**src/logic/intc_regs.svh**
```systemverilog
`ifndef INTC_REGS_SVH
`define INTC_REGS_SVH
// Data-memory addresses of the flag and mode nibbles
`define ADDR_EDGE_MODE_A 4'h0
`define ADDR_EDGE_MODE_B 4'h1
`define ADDR_KEY_MODE 4'h2
`define ADDR_PRIORITY 4'h3
`define ADDR_REQ_LO 4'h4
`define ADDR_REQ_HI 4'h5
`define ADDR_REQ_TOP 4'h6
`define ADDR_EN_LO 4'h7
`define ADDR_EN_HI 4'h8
`define ADDR_EN_TOP 4'h9
// Reset values
`define MODE_RESET 4'h0
`define PRIORITY_RESET 4'h0
// Field positions
`define SAMPLE_SEL_BIT 3
`define MASTER_EN_BIT 3
`define KEY_MODE_BIT 3
// Edge select codes
`define EDGE_RISE 2'h0
`define EDGE_FALL 2'h1
`define EDGE_BOTH 2'h2
`define EDGE_NONE 2'h3
// Divided sampling tick: fx/64
`define SAMPLE_DIV 6'h3F
// Source indices, fixed priority order 0 = highest
`define SRC_BT 4'h0
`define SRC_DUAL 4'h1
`define SRC_PIN_A 4'h2
`define SRC_PIN_B 4'h3
`define SRC_SERIAL 4'h4
`define SRC_TIMER 4'h5
`define SRC_PULSE 4'h6
`define SRC_CLOCK 4'h7
`define SRC_KEY 4'h8
`endif

```
**src/logic/intc_pkg.sv**
```systemverilog
package intc_pkg;
	// Internal event strobes
	typedef struct packed {
		logic interval_tick;
		logic serial_done;
		logic timer_match;
		logic pulse_match;
		logic clock_tick;
	} internal_events_t;
	// CPU side acknowledge
	typedef struct packed {
		logic accept;
		logic [2:0] vector;
	} accept_t;
	typedef enum logic [1:0] {
		ST_NORMAL = 2'h0,
		ST_LOW = 2'h1,
		ST_HIGH = 2'h2
	} status_t;
endpackage : intc_pkg

```
**src/logic/noise_filter.sv**
```systemverilog
`timescale 1ns/10ps
`default_nettype none
`include "intc_regs.svh"
// ****************************************
// Sampling noise eliminator
// ****************************************
module noise_filter (
	input wire logic i_clk,
	input wire logic i_rst_n,
	input wire logic i_pin,
	input wire logic i_slow,
	output logic o_level
);
	logic [5:0] div;
	logic tick;
	logic samp;

	// Prescaler for the divided sampling clock
	always_ff @(posedge i_clk or negedge i_rst_n) begin
		if (!i_rst_n) begin
			div <= 6'h00;
		end else begin
			div <= div + 6'h01;
		end
	end
	assign tick = i_slow ? (div == `SAMPLE_DIV) : 1'b1;

	// Level taken only after two equal samples in a row
	always_ff @(posedge i_clk or negedge i_rst_n) begin
		if (!i_rst_n) begin
			samp <= 1'b0;
			o_level <= 1'b0;
		end else if (tick) begin
			samp <= i_pin;
			if (samp == i_pin) begin
				o_level <= i_pin;
			end
		end
	end
endmodule : noise_filter
`default_nettype wire

```
**src/logic/vectored_interrupt_control.sv**
```systemverilog
`timescale 1ns/10ps
`default_nettype none
`include "intc_regs.svh"
// Behaviour
// - Flag sets on its event; cleared by hardware when its vector is accepted.
// - Set request with set enable raises that source's vectored request line.
// - The same vectored request also drives the standby wake-up.
// - Software-written request flag acts like a hardware event.
// - Reset clears all request and enable flags.
// - Flags reachable by single-bit and four-bit accesses, no bank setting.
// - Dual-edge pin sets its flag on both rising and falling edges.
// - Internal sources set their own request flags.
// - Interval timer and dual-edge pin share one vector.
// - With both shared sources enabled, acceptance leaves both flags.
// - First edge pin filtered; pulses under two samples discarded.
// - Bit 3 of first mode register picks CPU clock or fx/64 sampling.
// - Bits 0 and 1 of first mode register select its edge.
// - Second edge pin edge chosen by its own mode register.
// - First and second mode registers reset to zero, rising edge.
// - Sampled pin need not detect during standby.
// - Key mode register rising mode: key-rise pin rising edge sets key flag.
// - Key mode: falling edge sets flag only if other selected keys high.
// - Key mode register resets to zero, rising edge on key-rise pin.
// - Low three priority bits name the nesting high-order source.
// - Priority bit 3 is master enable; enable/disable instructions drive it.
// - Priority register resets to zero.
// - High-order source accepted in status 0 or 1, others only status 0.
// - Simultaneous requests: highest fixed priority accepted first.
module vectored_interrupt_control (
	input wire logic i_clk,
	input wire logic i_rst_n,
	input wire logic i_edge_pin_a,
	input wire logic i_edge_pin_b,
	input wire logic i_key_rise_pin,
	input wire logic i_dual_edge_pin,
	input wire logic [7:0] i_key_scan_inputs,
	input wire intc_pkg::internal_events_t i_events,
	input wire logic i_standby,
	input wire logic [3:0] i_addr,
	input wire logic i_wr4,
	input wire logic [3:0] i_wdata,
	input wire logic i_bit_wr,
	input wire logic [1:0] i_bit_sel,
	input wire logic i_bit_val,
	input wire logic i_enable_instruction,
	input wire logic i_disable_instruction,
	input wire intc_pkg::accept_t i_accept,
	input wire intc_pkg::status_t i_status,
	output logic [3:0] o_rdata,
	output logic [6:1] o_vectored_request_line,
	output logic o_take,
	output logic [2:0] o_take_vector,
	output logic o_wakeup,
	output logic [8:0] o_request_flag
);
	logic [8:0] request_flag;
	logic [8:0] source_enable_flag;
	logic [3:0] first_edge_mode_reg;
	logic [3:0] second_edge_mode_reg;
	logic [3:0] key_edge_mode_reg;
	logic [3:0] priority_register;
	logic [1:0] sync_a, sync_b, sync_k, sync_d;
	logic [7:0] sync_kr1, sync_kr2;
	logic prev_a, prev_b, prev_k, prev_d;
	logic [7:0] prev_kr;
	logic filt_a;
	logic [8:0] hw_set;
	logic [8:0] wr_mask, wr_val;
	logic [8:0] ack_clr;
	logic [6:1] vrq;
	logic [2:0] pick;
	logic [7:0] key_sel;
	logic master_enable;
	logic sampling_clock_select;
	logic [1:0] edge_select_low_high;

	assign master_enable = priority_register[`MASTER_EN_BIT];
	assign sampling_clock_select = first_edge_mode_reg[`SAMPLE_SEL_BIT];
	assign edge_select_low_high = first_edge_mode_reg[1:0];

	// Edge detect by mode code
	function automatic logic edge_hit(input logic [1:0] mode, input logic prev,
		input logic cur);
		case (mode)
			`EDGE_RISE: edge_hit = !prev && cur;
			`EDGE_FALL: edge_hit = prev && !cur;
			`EDGE_BOTH: edge_hit = prev != cur;
			default: edge_hit = 1'b0;
		endcase
	endfunction : edge_hit

	// Key group decode: code n selects the top n+1 key inputs
	function automatic logic [7:0] key_group(input logic [2:0] code);
		case (code)
			3'h0: key_group = 8'h80;
			3'h1: key_group = 8'hC0;
			3'h2: key_group = 8'hE0;
			3'h3: key_group = 8'hF0;
			3'h4: key_group = 8'hF8;
			3'h5: key_group = 8'hFC;
			3'h6: key_group = 8'hFE;
			default: key_group = 8'hFF;
		endcase
	endfunction : key_group

	// ****************************************
	// Pin synchronisers
	// ****************************************
	always_ff @(posedge i_clk or negedge i_rst_n) begin
		if (!i_rst_n) begin
			sync_a <= 2'h0;
			sync_b <= 2'h0;
			sync_k <= 2'h0;
			sync_d <= 2'h0;
			sync_kr1 <= 8'hFF;
			sync_kr2 <= 8'hFF;
		end else begin
			sync_a <= {sync_a[0], i_edge_pin_a};
			sync_b <= {sync_b[0], i_edge_pin_b};
			sync_k <= {sync_k[0], i_key_rise_pin};
			sync_d <= {sync_d[0], i_dual_edge_pin};
			sync_kr1 <= i_key_scan_inputs;
			sync_kr2 <= sync_kr1;
		end
	end

	// Noise filter on the first edge pin
	noise_filter u_filter (
		.i_clk(i_clk),
		.i_rst_n(i_rst_n),
		.i_pin(sync_a[1]),
		.i_slow(sampling_clock_select),
		.o_level(filt_a)
	);

	// Previous levels for edge detection
	always_ff @(posedge i_clk or negedge i_rst_n) begin
		if (!i_rst_n) begin
			prev_a <= 1'b0;
			prev_b <= 1'b0;
			prev_k <= 1'b0;
			prev_d <= 1'b0;
			prev_kr <= 8'hFF;
		end else begin
			prev_a <= filt_a;
			prev_b <= sync_b[1];
			prev_k <= sync_k[1];
			prev_d <= sync_d[1];
			prev_kr <= sync_kr2;
		end
	end

	// ****************************************
	// Set sources
	// ****************************************
	always_comb begin
		key_sel = key_group(key_edge_mode_reg[2:0]);
		hw_set = 9'h000;
		hw_set[`SRC_BT] = i_events.interval_tick;
		hw_set[`SRC_DUAL] = prev_d != sync_d[1];
		hw_set[`SRC_PIN_A] = !i_standby
			&& edge_hit(edge_select_low_high, prev_a, filt_a);
		hw_set[`SRC_PIN_B] = edge_hit(second_edge_mode_reg[1:0], prev_b,
			sync_b[1]);
		hw_set[`SRC_SERIAL] = i_events.serial_done;
		hw_set[`SRC_TIMER] = i_events.timer_match;
		hw_set[`SRC_PULSE] = i_events.pulse_match;
		hw_set[`SRC_CLOCK] = i_events.clock_tick;
		if (key_edge_mode_reg[`KEY_MODE_BIT]) begin
			// Falling edge counts only if every selected key was high before
			hw_set[`SRC_KEY] = ((prev_kr & key_sel) == key_sel)
				&& ((sync_kr2 & key_sel) != key_sel);
		end else begin
			hw_set[`SRC_KEY] = !prev_k && sync_k[1];
		end
	end

	// Register writes into flag nibbles, single-bit or four-bit
	always_comb begin
		logic [3:0] m;
		logic [3:0] v;
		m = i_wr4 ? 4'hF : (i_bit_wr ? (4'h1 << i_bit_sel) : 4'h0);
		v = i_wr4 ? i_wdata : {4{i_bit_val}};
		wr_mask = 9'h000;
		wr_val = 9'h000;
		case (i_addr)
			`ADDR_REQ_LO, `ADDR_EN_LO: begin
				wr_mask[3:0] = m;
				wr_val[3:0] = v;
			end
			`ADDR_REQ_HI, `ADDR_EN_HI: begin
				wr_mask[7:4] = m;
				wr_val[7:4] = v;
			end
			`ADDR_REQ_TOP, `ADDR_EN_TOP: begin
				wr_mask[8] = m[0];
				wr_val[8] = v[0];
			end
			default: begin
				wr_mask = 9'h000;
			end
		endcase
	end

	// Acceptance clear; shared vector with both enabled clears nothing
	always_comb begin
		ack_clr = 9'h000;
		if (i_accept.accept) begin
			case (i_accept.vector)
				3'h1: begin
					if (!(source_enable_flag[`SRC_BT] && source_enable_flag[`SRC_DUAL])) begin
						ack_clr[`SRC_BT] = source_enable_flag[`SRC_BT];
						ack_clr[`SRC_DUAL] = source_enable_flag[`SRC_DUAL];
					end
				end
				3'h2: ack_clr[`SRC_PIN_A] = 1'b1;
				3'h3: ack_clr[`SRC_PIN_B] = 1'b1;
				3'h4: ack_clr[`SRC_SERIAL] = 1'b1;
				3'h5: ack_clr[`SRC_TIMER] = 1'b1;
				3'h6: ack_clr[`SRC_PULSE] = 1'b1;
				default: ack_clr = 9'h000;
			endcase
		end
	end

	// ****************************************
	// Flags
	// ****************************************
	// Request flags: hardware set beats every clear
	always_ff @(posedge i_clk or negedge i_rst_n) begin
		if (!i_rst_n) begin
			request_flag <= 9'h000;
		end else begin
			for (int i = 0; i < 9; i++) begin
				if (hw_set[i]) begin
					request_flag[i] <= 1'b1;
				end else if (wr_mask[i] && (i_addr == `ADDR_REQ_LO || i_addr == `ADDR_REQ_HI
					|| i_addr == `ADDR_REQ_TOP)) begin
					request_flag[i] <= wr_val[i];
				end else if (ack_clr[i]) begin
					request_flag[i] <= 1'b0;
				end
			end
		end
	end

	// Enable flags
	always_ff @(posedge i_clk or negedge i_rst_n) begin
		if (!i_rst_n) begin
			source_enable_flag <= 9'h000;
		end else if (i_addr == `ADDR_EN_LO || i_addr == `ADDR_EN_HI || i_addr == `ADDR_EN_TOP) begin
			source_enable_flag <= (source_enable_flag & ~wr_mask) | (wr_val & wr_mask);
		end
	end

	// Mode and priority registers
	always_ff @(posedge i_clk or negedge i_rst_n) begin
		if (!i_rst_n) begin
			first_edge_mode_reg <= `MODE_RESET;
			second_edge_mode_reg <= `MODE_RESET;
			key_edge_mode_reg <= `MODE_RESET;
			priority_register <= `PRIORITY_RESET;
		end else begin
			if (i_wr4 && i_addr == `ADDR_EDGE_MODE_A) first_edge_mode_reg <= i_wdata;
			if (i_wr4 && i_addr == `ADDR_EDGE_MODE_B) second_edge_mode_reg <= i_wdata;
			if (i_wr4 && i_addr == `ADDR_KEY_MODE) key_edge_mode_reg <= i_wdata;
			if (i_wr4 && i_addr == `ADDR_PRIORITY) begin
				priority_register <= i_wdata;
			end else if (i_enable_instruction) begin
				priority_register[`MASTER_EN_BIT] <= 1'b1;
			end else if (i_disable_instruction) begin
				priority_register[`MASTER_EN_BIT] <= 1'b0;
			end
		end
	end

	// ****************************************
	// Vector requests and selection
	// ****************************************
	always_comb begin
		logic [8:0] act;
		act = request_flag & source_enable_flag;
		vrq[1] = act[`SRC_BT] | act[`SRC_DUAL];
		vrq[2] = act[`SRC_PIN_A];
		vrq[3] = act[`SRC_PIN_B];
		vrq[4] = act[`SRC_SERIAL];
		vrq[5] = act[`SRC_TIMER];
		vrq[6] = act[`SRC_PULSE];
		pick = 3'h0;
		// Lowest number wins; high-order source may nest in status 1
		for (int n = 6; n >= 1; n--) begin
			if (vrq[n] && master_enable && (i_status == intc_pkg::ST_NORMAL
				|| (i_status == intc_pkg::ST_LOW
				&& priority_register[2:0] == 3'(n)))) begin
				pick = 3'(n);
			end
		end
	end

	// Registered outputs
	always_ff @(posedge i_clk or negedge i_rst_n) begin
		if (!i_rst_n) begin
			o_vectored_request_line <= 6'h00;
			o_take <= 1'b0;
			o_take_vector <= 3'h0;
			o_wakeup <= 1'b0;
			o_request_flag <= 9'h000;
		end else begin
			o_vectored_request_line <= vrq;
			o_take <= (pick != 3'h0) && !i_accept.accept;
			o_take_vector <= pick;
			o_wakeup <= |vrq | (request_flag[`SRC_KEY] & source_enable_flag[`SRC_KEY])
				| (request_flag[`SRC_CLOCK] & source_enable_flag[`SRC_CLOCK]);
			o_request_flag <= request_flag;
		end
	end

	// Read data
	always_ff @(posedge i_clk or negedge i_rst_n) begin
		if (!i_rst_n) begin
			o_rdata <= 4'h0;
		end else begin
			case (i_addr)
				`ADDR_EDGE_MODE_A: o_rdata <= first_edge_mode_reg;
				`ADDR_EDGE_MODE_B: o_rdata <= second_edge_mode_reg;
				`ADDR_KEY_MODE: o_rdata <= key_edge_mode_reg;
				`ADDR_PRIORITY: o_rdata <= priority_register;
				`ADDR_REQ_LO: o_rdata <= request_flag[3:0];
				`ADDR_REQ_HI: o_rdata <= request_flag[7:4];
				`ADDR_REQ_TOP: o_rdata <= {3'h0, request_flag[8]};
				`ADDR_EN_LO: o_rdata <= source_enable_flag[3:0];
				`ADDR_EN_HI: o_rdata <= source_enable_flag[7:4];
				`ADDR_EN_TOP: o_rdata <= {3'h0, source_enable_flag[8]};
				default: o_rdata <= 4'h0;
			endcase
		end
	end

	// ****************************************
	// Checks
	// ****************************************
	vrq_follows_a: assert property (@(posedge i_clk) disable iff (!i_rst_n)
		o_vectored_request_line[4]
		== $past(request_flag[`SRC_SERIAL] && source_enable_flag[`SRC_SERIAL]))
		else $error("vectored request line wrong");
	wake_vrq_a: assert property (@(posedge i_clk) disable iff (!i_rst_n)
		|o_vectored_request_line |-> o_wakeup)
		else $error("wakeup missing");
	serial_set_a: assert property (@(posedge i_clk) disable iff (!i_rst_n)
		i_events.serial_done |=> request_flag[`SRC_SERIAL])
		else $error("serial flag not set");
	dual_edge_a: assert property (@(posedge i_clk) disable iff (!i_rst_n)
		(prev_d != sync_d[1]) |=> request_flag[`SRC_DUAL])
		else $error("dual edge missed");
	shared_keep_a: assert property (@(posedge i_clk) disable iff (!i_rst_n)
		i_accept.accept && i_accept.vector == 3'h1 && (&source_enable_flag[1:0])
		&& request_flag[`SRC_BT] && wr_mask == 9'h000 |=> request_flag[`SRC_BT])
		else $error("shared flag cleared");
	timer_clear_a: assert property (@(posedge i_clk) disable iff (!i_rst_n)
		i_accept.accept && i_accept.vector == 3'h5 && !hw_set[`SRC_TIMER]
		&& wr_mask == 9'h000 |=> !request_flag[`SRC_TIMER])
		else $error("timer flag not cleared");
	master_off_a: assert property (@(posedge i_clk) disable iff (!i_rst_n)
		!master_enable |=> !o_take)
		else $error("take with master off");
	status_two_a: assert property (@(posedge i_clk) disable iff (!i_rst_n)
		i_status == intc_pkg::ST_HIGH |=> !o_take)
		else $error("take in status 2");
	order_a: assert property (@(posedge i_clk) disable iff (!i_rst_n)
		master_enable && i_status == intc_pkg::ST_NORMAL && vrq[1] |=> o_take_vector == 3'h1)
		else $error("priority order wrong");
endmodule : vectored_interrupt_control
`default_nettype wire

```
**config.mk**
```make
export PLATFORM = sky130hd
export DESIGN_NAME = vectored_interrupt_control
export DESIGN_NICKNAME = d
export VERILOG_FILES = /design/src/logic/intc_pkg.sv /design/src/logic/noise_filter.sv /design/src/logic/vectored_interrupt_control.sv
export VERILOG_INCLUDE_DIRS = /design/src /design/src/logic
export SDC_FILE = /design/constraint.sdc
export NUM_CORES = 1
export LEC_CHECK = 0
export ABC_AREA = 1
export BUFFER_PORTS_ARGS = -buffer_cell sky130_fd_sc_hd__buf_2
export CORE_MARGIN = 4
export CORE_UTILIZATION = 53
export CTS_BUF_LIST = sky130_fd_sc_hd__clkbuf_2
export DETAILED_ROUTE_END_ITERATION = 6
export GPL_TIMING_DRIVEN = 1
export PLACE_DENSITY = 0.78
export SYNTH_ARGS = -nofsm -noshare
export SYNTH_HDL_FRONTEND = slang
export SYNTH_SLANG_ARGS = --single-unit
```
**constraint.sdc**
```tcl
create_clock -name i_clk -period 1.2 [get_ports i_clk]
set_clock_uncertainty 0.1 [all_clocks]
set_input_delay 0 -clock i_clk [delete_from_list [all_inputs] [get_ports i_clk]]
set_output_delay 0 -clock i_clk [all_outputs]
set_load 0.01 [all_outputs]
```
* Yosys cells after proc, flatten, opt, wreduce, memory -nomap -nowiden *
Index checks and enable logic that the tools add are counted.
Widths: inputs -> output; s select.

word-level totals
  logic and storage cells = 225
  output and inout port bits = 24
  bits in registers = 102
  input bits = 41

cells by class
  shift-type cells = 1
  add/sub/neg operators = 1
  bitwise logic cells = 12
  muxes and demuxes = 59
  reductions and logical operators = 78
  equal/unequal tests = 39

operators by type and width
  operator             count
  $pmux 7 s7           1
  $logic_and 1x1->1    40
  $pmux 4 s10          1
  $mux 1               39
  $reduce_bool 3->1    11
  $mux 4               7
  $eq 3x3->1 const B   9
  $and 9x9->9          2
  $eq 3x2->1 const B   6
  $mux 3               6
  $and 8x8->8          2
  $eq 4x3->1 const B   4
  $logic_or 1x1->1     10
  $eq 3x1->1 const B   3
  $not 9->9            1
  $or 9x9->9           1
  $eq 4x2->1 const B   2
  $eq 4x4->1 const B   2
  $eq 8x8->1           1
  $ne 8x8->1           1
  $and 7x7->7          1
  $logic_not 1->1      7
  $mux 7               1
  $add 6x1->6 const B  1
  17 further kinds     31

* Longest topological paths before layout *
Gate-level depths: netlist of the first run.

  word-level depth = 12
  depth in mapped cells = 9
  gate-level depth less buffers = 9

* Modules after synthesis *
From an unflattened synthesis of the first run, not the netlist that was laid out.

second synthesis, totals
  cell total of the unflattened synthesis = 498
  area total of the unflattened synthesis = 4449.3 um2

by module, submodules not included
  module                      area each (um2)  times used  cells an instance  sequential area each (um2)
  vectored_interrupt_control  4110.2           1           467                2382.3
  noise_filter                339.1            1           31                 200.2

* Least setup slack after synthesis of the first run *
Ideal clock, no wire load.

  path kind = reg-to-reg
  start = reg u_filter.div[0]
  end = reg u_filter.o_level
  clock period less this slack = 1.242 ns
  data required time = 1.013 ns
  stages on the path, launching flop included = 8
  arrival = 1.055 ns
  setup slack = -0.042 ns
  path buffers = 0
  library setup time = 0.087 ns
  cells stage by stage = dfrtp_1 -> ha_1 -> nand2_1 -> nor2_1 -> nand3_1 -> nand2_1 -> nand2_1 -> a22oi_1

on the way
  cells in the longest elaborated chain, start to end = 3

ends and longest elaborated chain
  element                            line                RTL
  from (decl)                        noise_filter.sv:14  logic [5:0] div;
  from (signal assigned)             noise_filter.sv:23  div <= div + 6'h01;
  $eq 6x6->1 (no source line)        -
  $mux 1                             noise_filter.sv:26  assign tick = i_slow ? (div == `SAMPLE_DIV) : 1'b1;
  $reduce_and 2->1 (no source line)  -
  to (signal assigned)               noise_filter.sv:36  o_level <= i_pin;
  to (decl)                          noise_filter.sv:12  output logic o_level

Every way passes these cells.
A chain may end at the register's enable or synchronous reset.

* Final worst setup path of the first run *
  start = reg priority_register[0]
  end = reg o_take_vector[2]

on the way
  cells in the longest elaborated chain, start to end = 10
  elaborated cells between the ends (all ways) = 30
  classes of those cells = eq/ne: 6; mux: 6; reduce/logical: 18

ends and longest elaborated chain
  element                 line                               RTL
  from (decl)             vectored_interrupt_control.sv:61   logic [3:0] priority_register;
  from (signal assigned)  vectored_interrupt_control.sv:262  priority_register <= `PRIORITY_RESET;
  from (signal assigned)  vectored_interrupt_control.sv:268  priority_register <= i_wdata;
  $eq 3x3->1              vectored_interrupt_control.sv:294  && priority_register[2:0] == 3'(n)))) begin
  $logic_and 1x1->1       vectored_interrupt_control.sv:294
  $logic_or 1x1->1        vectored_interrupt_control.sv:293  || (i_status == intc_pkg::ST_LOW
  $logic_and 1x1->1       vectored_interrupt_control.sv:292  if (vrq[n] && master_enable && (i_status == intc_pkg::ST_NORMAL
  $mux 3 (5 in series)    vectored_interrupt_control.sv:292
  $mux 3 *                vectored_interrupt_control.sv:292
  via pick[2]             vectored_interrupt_control.sv:71   logic [2:0] pick;
  to (signal assigned)    vectored_interrupt_control.sv:311  o_take_vector <= pick;
  to (decl)               vectored_interrupt_control.sv:52   output logic [2:0] o_take_vector,

The timed path passes the listed nets; every way through them passes the cells marked *.

==> results.md, run 1 <==
- 1st-pass router iterations: 5
- WHS Endpoint: o_rdata[3]
- Reg power frac: 0.531
- Max Fclk: between 700 and 800 MHz
- Syn avg cell area: between 8 and 9 um2
- Number of global-route vias before repair: 4,301
- Buffers & Inverters on Critical Path: 1
- Die area: 9730 um2
- Asr flop ratio synth: 1.00
- Placer Congestion: 0.960
- Initial antenna violation count: 0
- Sw frac: 0.338
- Die Span Y: 98.7 um
- Status: complete, but fails checks
- Final Cycle Share: 1.11
- Clk slew on worst S/H paths: 300 ps
- Mapped cell area: 4360 um2
- Clock sink count: slightly above 100
- Synth top area share: 0.448
- Layout area overhead: 48.9%
- Critical Path Fanout Max: 4
- Leakage: 0.00317 uW
- RSZ-0062 raised after global routing: true
- Logic gate share of total power: 0.266
- Setup WS pre-CTS: -136 ps
- Regs by FF count: o_request_flag: 9 flops, request_flag: 9 flops
- Max Slew Vio Count: 0
- Met3 GRT Util: 0.0580
- Routed Antenna Nets: 0
- EDFF count, synth: 0
- Clock power frac: 0.203
- Worst slew margin: 0.766
- Final setup margin: -136 ps
- CP top delay family: flip-flops
- Top cells by count, synth: nand2_1 (126), dfrtp_1 (78), inv_1 (67)
- Most common cell on crit path: nand2_1
- Crit path launch type: register
- Max-cap violation count: 0
- DRT Wirelength: 12.8 mm
- Area leader, netlist: dfrtp_1
- GRT overflow: 0
- Dpl cell area: about 5200 um2
- Slew @ Worst Pin: 347 ps
- Largest net degree at the start of global routing: 38
- Warnings, synthesis: 0
- Tmin final: around 1300 ps
- Hold_ws: 11.4 ps
- Post-synth net total: 534
- PwrDens: 1210 nW/um2
- Die X: 98.7 um
- Fill cells: 480
- Clk buf depth: 2
- Port Buf Inserts: 64
- Vias post-DR: around 4,300
- Worst hold stages: 8
- Number of nets in the layout: around 760
- IO Pins: 65
- DR WL/cell: between 15 and 20 um
- CTS tree: done
- Critical path's slowest cell: dfrtp_1
- Most common cell in the synthesized netlist: nand2_1
- Ranking of synthesized cells by area: dfrtp_1 (45%), dfstp_2 (14%), nand2_1 (11%)
- Worst R2R End: o_take_vector[2]
- Crit path DAT: approximately 1800 ps
- Final setup fails: 37
- Ys flop type: dfrtp_1
- Failing checks: negative setup slack
- Crit path cell chain: inv_2 -> nand2_1 -> o21bai_1 -> nand2_1 -> nand3_2 -> nand2_1 -> nor2_1
- Psw: 2650 uW
- Critical path class: register to register
- Met1 Use GR: 0.317
- Grt peak-use layer: met2
- Starting DRT DRC Count: 266
- Yosys cell types: 33
- Met2 Use GR: 0.445
- CTS Buf Count: 9
- Area of the multi-input gates: 1700 um2
- Reg-to-reg setup timing slack: -140 ps
- Min-delay src: i_addr[0]
- Layout cells sized above 1: 0.332
- FF-to-FF path depth: 7
- Core ar.: around 7800 um2
- H-tree lvl count: 3
- CTS Root Cell: clkbuf_2
- Worst vdd ir: 0.000985 V
- Pwr Total: around 7800 uW
- Drt drc: 0
- Number of diodes: 0
- Critical Path Sink Type: register
- Hold Vio Cnt, Final: 0
- FP Rows: 32
- Post-DP HPWL: 7.99 mm
- Final Cell Area: 6480 um2
- P_int: 5190 uW
- Clk_lat worst skew: 600 ps
- Worst r2r src: priority_register[0]
- Overall Global Routing Usage: 0.264
- Count of state elements after synthesis: roughly 100
- Slowest stage delay, CP: 490 ps
- Gate Count Post-Synth: between 400 and 500
- First-pass GRT wire length: 20.3 mm
- Post-DR vias/cell: 5.24
- Post-synthesis sequential area ratio: 0.593
- Initial core utilization: 0.555
- Critical Path RT: 1670 ps
- Hold Crit Class: input port to register
- Seq. cell area: approximately 2600 um2
-- worst max-delay path by stage --
stage	start	to	slack (ps)	depth (start not counted)
floorplan	u_filter.div[0]	u_filter.o_level	-20	7
global placement	priority_register[0]	o_take	-110	8
detailed placement	key_edge_mode_reg[2]	request_flag[8]	-140	8
CTS	u_filter.div[1]	u_filter.o_level	-120	7
global route	priority_register[2]	o_take_vector[1]	-270	7
finish	priority_register[0]	o_take_vector[2]	-140	7
-- cells by family (layout without fill, tap and decap cells) --
| kind of cell | Yosys count | in the layout | share of synthesized area |
|---|---|---|---|
| simple gates | 235 | 236 | 0.231 |
| flops | 102 | 102 | 0.593 |
| buf+inv | 74 | 299 | 0.0643 |
| compound gates | 65 | 65 | 0.0827 |
| fa+ha+maj | 5 | 5 | 0.0144 |
| xor+xnor | 5 | 5 | 0.0101 |
| mux | 2 | 2 | 0.00460 |
-- cell usage in the layout (no fill, tap or decap), types with 3 or more instances in the layout --
cell,instances
nand2_1,111
dlygate4sd3_1,85
dfrtp_1,74
buf_2,62
buf_4,59
inv_1,57
nor2_1,38
nand3_1,31
dfstp_2,24
o21ai_0,23
nand2_2,18
inv_2,14
a21oi_1,13
nor2_2,10
nand4_1,10
clkbuf_2,9
o21ai_1,8
nand3_2,6
o211ai_1,5
a21oi_2,4
nand3b_1,4
dfrtp_2,4
nor2_4,3
o22ai_1,3
xor2_1,3
o21bai_1,3
ha_4,3
inv_4,3
-- layout make-up --
cell class | instances | area share
Inverter | 71 | 0.0411
Multi-Input combinational cell | 313 | 0.262
Clock inverter | 7 | 0.0102
Tap cell | 102 | 0.0197
Clock buffer | 9 | 0.00695
Sequential cell | 102 | 0.399
Timing Repair Buffer | 212 | 0.261
-- layer usage --
metal | routed length [um] | part of all wire
met4 | 675 | 0.053
met5 | 0 | 0
met3 | 902 | 0.070
met1 | 4870 | 0.38
met2 | 6390 | 0.50
-- stage by stage --
stage	setup TNS [ps]	util	std cells
after floorplan	-18.3	-	488
after global placement	-554	0.662	701
after detailed placement	-887	0.662	701
after CTS	-2520	0.799	809
after global routing	-4710	0.826	816
final	-2080	0.826	816
-- worst min-delay path, delay by kind of cell --
kind,cells,cell delay (ps)
AND/OR/NAND/NOR,5,390
AO/OA/AOI/OAI,1,50
buffers and inverters,2,270
-- power by group through the flow --
stage | Combinational, uW | Clock [uW] | Sequential (uW)
CTS | 1850 | 1610 | 4100
global placement | 1480 | 0 | 4130
detailed placement | 1510 | 0 | 4150
floorplan | 730 | 0 | 4150
finish | 2080 | 1600 | 4160
global route | 2280 | 1780 | 4200
-- timing repair --
item | in CTS | in global routing
cloned | 0 | 1
hold buffers | 84 | 4
hold endpoints to repair | 156 | 7
buffers inserted | 8 | 3
pin swaps | 15 | 22
resized for setup | 26 | 44
endpoints found under the setup margin | 34 | 54
Note: power is estimated with default switching activity, not from simulation.
==> inputs of run 2 (changes only) <==
CORE_UTILIZATION = 25   (was 53)
PLACE_DENSITY = unset   (was 0.78)
==> run 2 against run 1 <==
- non-clock buffer count shrank 17
- critical path type is now input port to register
- routed wire length is 6.0% lower
- fmax is 4.0% lower
- the run ends with negative hold slack, negative setup slack left
- register-to-register slack hardly changed
- global-route usage fell by 14 points
- via count decreased by 9.3%
- sequential cell count stayed put
- worst hold slack got worse by 140 ps
- worst setup slack worse by 56 ps
- power increased by 1.6%
- clock-buffer cell count unchanged
==> results.md, run 2 (same netlist as run 1, synthesis figures left out) <==
- Commonest cells after routing, fill and taps aside: nand2_1 (106), dfrtp_1 (73), dlygate4sd3_1 (70)
- Core ar.: 17,200 um2
- Final setup fails: 36
- Psw: 2580 uW
- Die Span Y: 140 um
- Hold Vio Cnt, Final: 7
- RSZ-0062 raised after global routing: true
- H-tree lvl count: 3
- P_int: 5390 uW
- Crit path cell chain: buf_2 -> dlygate4sd3_1 -> inv_2 -> buf_4 -> nor2_4 -> nand2_1 -> dlygate4sd3_1 -> o21ai_0
- 1st-pass router iterations: 6
- Die X: roughly 140 um
- Critical path class: input port to register
- Port Buf Inserts: 64
- Buffers & Inverters on Critical Path: 5
- Most common cell on crit path: dlygate4sd3_1
- Critical path's slowest cell: dlygate4sd3_1
- Starting DRT DRC Count: 221
- Final Cycle Share: 1.16
- Initial core utilization: 0.254
- PwrDens: approximately 1200 nW/um2
- Leakage: 0.00310 uW
- Clock power frac: 0.217
- Max Slew Vio Count: 0
- Tmin final: approximately 1400 ps
- Number of global-route vias before repair: 4,014
- Clk slew on worst S/H paths: 300 ps
- CTS Buf Count: 9
- Placer Congestion: 0.907
- Logic gate share of total power: 0.263
- Critical Path Fanout Max: 5
- CTS tree: done
- Sw frac: 0.324
- Max-cap violation count: 0
- CP top delay family: buffers and inverters
- Critical Path RT: 1660 ps
- Min-delay src: i_addr[3]
- Slowest stage delay, CP: around 670 ps
- Max Fclk: 719 MHz
- Number of nets in the layout: approximately 740
- Initial antenna violation count: 2
- Commonest non-fill, non-tap cell in the layout: nand2_1
- Clock sink count: 102
- Hold_ws: -130 ps
- Worst r2r src: key_edge_mode_reg[0]
- Hold Crit Class: input port to register
- Status: complete, but fails checks
- Clk buf depth: 2
- CTS Root Cell: clkbuf_2
- Final setup margin: -192 ps
- Drt drc: 0
- GRT overflow: 0
- IO Pins: 65
- Worst slew margin: 0.775
- Overall Global Routing Usage: 0.124
- Vias post-DR: 3,879
- Layout cells sized above 1: 0.343
- DR WL/cell: approximately 13 um
- DRT Wirelength: 12.1 mm
- Die area: 19,600 um2
- Post-DP HPWL: roughly 8.7 mm
- Final Cell Area: 6550 um2
- Dpl cell area: approximately 5300 um2
- Layout area overhead: 50.3%
- Crit path launch type: input port
- Regs by FF count: o_request_flag: 9 flops, request_flag: 9 flops
- Crit path DAT: between 1500 and 2000 ps
- CP startpoint: i_wr4
- Clk_lat worst skew: 620 ps
- FP Rows: 48
- Routed Antenna Nets: 0
- Post-DR vias/cell: approximately 4.2
- Reg power frac: 0.520
- Largest net degree at the start of global routing: 35
- Worst vdd ir: about 0.00049 V
- Critical Path Sink Type: register
- Slew @ Worst Pin: around 330 ps
- Failing checks: negative hold slack, negative setup slack
- First-pass GRT wire length: slightly below 20 mm
-- run 2: layer usage --
metal  vias to the layer above  GRT usage  routed length [um]
met1                      1817      0.155                5290
li1                       1973          -                   -
met3                        15     0.0297                 557
met2                        72      0.209                6000
met5                         -          0                  11
met4                         2     0.0449                 202
-- run 2: what timing repair did --
action	in CTS	in global routing
endpoints found under the hold margin	156	24
resized for setup	36	48
setup endpoints to repair	37	45
pin swaps	13	25
hold buffers	71	1
setup buffers	6	8
gates cloned	0	1
-- run 2: path summary, 6_finish.rpt --
check | to | slack, ps | cells after the start
worst max-delay path | priority_register[0] | -190 | 8
worst min-delay path | priority_register[2] | -130 | 5
worst max register to register | request_flag[8] | -140 | 8
worst min register to register | sync_kr2[3] | 270 | 0
max in group asynchronous | prev_kr[6] | 210 | 4
min in group asynchronous | o_rdata[2] | 260 | 3
-- run 2: stage by stage --
stage	setup TNS (ps)	total power (uW)	cells	setup slack, ps	utilization
2_1_floorplan	-18.3	4880	488	-18.3	-
3_3_place_gp	-398	5700	823	-147	0.311
3_5_place_dp	-835	5710	823	-141	0.311
4_1_cts	-3630	7790	915	-141	0.368
5_1_grt	-5740	8470	923	-231	0.381
6_report	-2550	7960	923	-192	0.381
-- run 2: layout make-up --
class	count	area, um2
inverter	71	267
sequential	102	2590
timing repair buffer	195	1560
tap	225	282
clock buffer	9	45.0
antenna	1	2.50
clock inverter	7	81.3
fill	1783	10600
multi-input combinational	313	1720
-- run 2: power by group through the flow --
| stage | combinational, uW | sequential, uW | clock, uW |
|---|---|---|---|
| 2_1_floorplan | 730 | 4150 | 0 |
| 3_3_place_gp | 1540 | 4150 | 0 |
| 3_5_place_dp | 1560 | 4160 | 0 |
| 4_1_cts | 1860 | 4120 | 1810 |
| 5_1_grt | 2330 | 4200 | 1940 |
| 6_report | 2090 | 4140 | 1730 |
-- run 2: worst register-to-register path: stages, from the launching register on --
cell,delay (ps)
dfrtp_1,510
inv_2,120
nand2_2,80
nor2_1,120
o21ai_1,100
nor2_1,90
nand2_1,50
nand2_1,60
nand2_1,50
==> inputs of run 3 (changes only) <==
CTS_CLUSTER_DIAMETER = 200   (was unset)
CTS_CLUSTER_SIZE = 16   (was unset)
RECOVER_POWER = 25   (was unset)
==> run 3 against run 2 <==
- the run still ends with negative hold slack, negative setup slack left
- combinational power barely moved
- via count barely moved
- non-clock buffer count unchanged
- critical path type unchanged
- die area did not move
- clock power about the same
==> results.md, run 3 (same netlist as run 1, synthesis figures left out) <==
- Status: complete, but fails checks
- Failing checks: negative hold slack, negative setup slack
- Largest net degree at the start of global routing: 35
- Worst vdd ir: 0.000485 V
- Pwr Total: 7960 uW
- Max Fclk: 719 MHz
- Final setup margin: -191 ps
- Layout cells sized above 1: 0.341
- CTS Root Cell: clkbuf_2
- Regs by FF count: o_request_flag: 9 flops, request_flag: 9 flops
- Crit path DAT: 1850 ps
- Hold Vio Cnt, Final: 7
- GRT overflow: 0
- Number of global-route vias before repair: ~4,000
- Worst r2r src: key_edge_mode_reg[0]
- Vias post-DR: 3,882
- CTS Buf Count: 9
- Clk_lat worst skew: 620 ps
- Core ar.: 17,200 um2
- Final Cell Area: approximately 6500 um2
- Tmin final: ~1400 ps
- Hold_ws: -132 ps
- Crit path cell chain: buf_2 -> dlygate4sd3_1 -> inv_2 -> buf_4 -> nor2_4 -> nand2_1 -> dlygate4sd3_1 -> o21ai_0
- Critical path class: input port to register
- Layout area overhead: 50.2%
- Die X: 140 um
- Slew @ Worst Pin: 636 ps
- Initial antenna violation count: 2
- Slowest stage delay, CP: 670 ps
- Seq. cell area: ~2600 um2
- H-tree lvl count: 3
- Number of nets in the layout: between 700 and 800
- IO Pins: 65
- Worst slew margin: 0.576
- Post-DP HPWL: 8.69 mm
- 1st-pass router iterations: 6
- CP startpoint: i_wr4
- Post-DR vias/cell: 4.21
- Routed Antenna Nets: 0
- Clock sink count: 102
- Critical Path RT: between 1500 and 2000 ps
- Post-Route Utilization: 0.381
- P_int: 5380 uW
- Critical Path Fanout Max: 5
- Clock power frac: 0.217
- Final Cycle Share: 1.16
- Clk buf depth: 2
- Crit path launch type: input port
- Buffers & Inverters on Critical Path: 5
- Max-cap violation count: 0
- Final setup fails: 44
- Drt drc: 0
- Commonest cells after routing, fill and taps aside: nand2_1 (106), dfrtp_1 (73), dlygate4sd3_1 (70)
- Sw frac: 0.324
- Critical path's slowest cell: dlygate4sd3_1
- DR WL/cell: 13.1 um
- FP Rows: 48
- Psw: approximately 2600 uW
- Placer Congestion: between 0.9 and 1
- Port Buf Inserts: 64
- Crit path depth: 8
- Dpl cell area: 5350 um2
- Hold Crit Class: input port to register
- Max Slew Vio Count: 0
- RSZ-0062 raised after global routing: true
- Setup WS pre-CTS: -141 ps
- First-pass GRT wire length: 19.5 mm
- Reg-to-reg setup timing slack: -140 ps
- Initial core utilization: 0.254
- Clk slew on worst S/H paths: 300 ps
- CTS tree: done
- Worst R2R End: request_flag[8]
- Overall Global Routing Usage: 0.124
- Die Span Y: around 140 um
- Critical Path Sink Type: register
- Logic gate share of total power: 0.262
- DRT Wirelength: 12.1 mm
- Fill cells: 1,784
- Most common cell on crit path: dlygate4sd3_1
- Commonest non-fill, non-tap cell in the layout: nand2_1
- Placed cells: 823
- Area of the multi-input gates: 1720 um2
- Die area: 19,600 um2
- FF-to-FF path depth: 8
- Non-Filler Instances: 923
- CP top delay family: buffers and inverters
- Starting DRT DRC Count: 221
- CP Capture Point: priority_register[0]
- PwrDens: 1220 nW/um2
- Reg power frac: 0.520
- Leakage: 0.00309 uW
## run 3: through the flow
step	hold WS (ps)	TNS (ps)
2_1_floorplan	-396	-18.3
3_3_place_gp	-172	-398
3_5_place_dp	-172	-835
4_1_cts	-75.7	-3630
5_1_grt	-129	-8060
6_report	-132	-2630
## run 3: worst min path at each step
| stage | startpoint | end | slack [ps] | cells after the start |
|---|---|---|---|---|
| 6_report | i_addr[3] | priority_register[2] | -130 | 5 |
| 5_1_grt | i_addr[3] | priority_register[0] | -130 | 5 |
| 4_1_cts | i_addr[1] | priority_register[0] | -80 | 6 |
| 3_5_place_dp | i_rst_n | o_rdata[2] | -170 | 1 |
| 3_3_place_gp | i_rst_n | o_rdata[2] | -170 | 1 |
| 2_1_floorplan | i_rst_n | async pin | -400 | 0 |
## run 3: worst reg2reg max path: cells and delay by family (launching register included)
family	cells	cell delay, ps
compound gates	1	100
buf+inv	1	120
flops	1	510
simple gates	6	450
## run 3: power groups by stage
stage          clock network (uW)  logic [uW]  registers (uW)
2_1_floorplan                   0         730            4150
3_3_place_gp                    0        1540            4150
3_5_place_dp                    0        1560            4160
4_1_cts                      1810        1860            4120
5_1_grt                      1940        2320            4200
6_report                     1730        2090            4140
## run 3: layout make-up
cell class	count	area share
clock buffer	9	0.00688
antenna	1	0.000382
clock inverter	7	0.0124
tap	225	0.0430
multi-input combinational	313	0.262
inverter	71	0.0407
timing repair buffer	195	0.239
sequential	102	0.396
## run 3: timing repair
action / in CTS / in global routing
endpoints found under the setup margin: 37 / 45
hold buffers: 71 / 1
cloned: 0 / 1
buffers inserted: 6 / 8
resized for setup: 36 / 48
pin swaps: 13 / 25
hold endpoints to repair: 156 / 24
## run 3: routing by layer
layer,routed length [um],GRT usage,up-vias
met2,6000,0.209,72
li1,-,-,1973
met5,11,0,-
met1,5300,0.155,1820
met3,557,0.0297,15
met4,202,0.0449,2
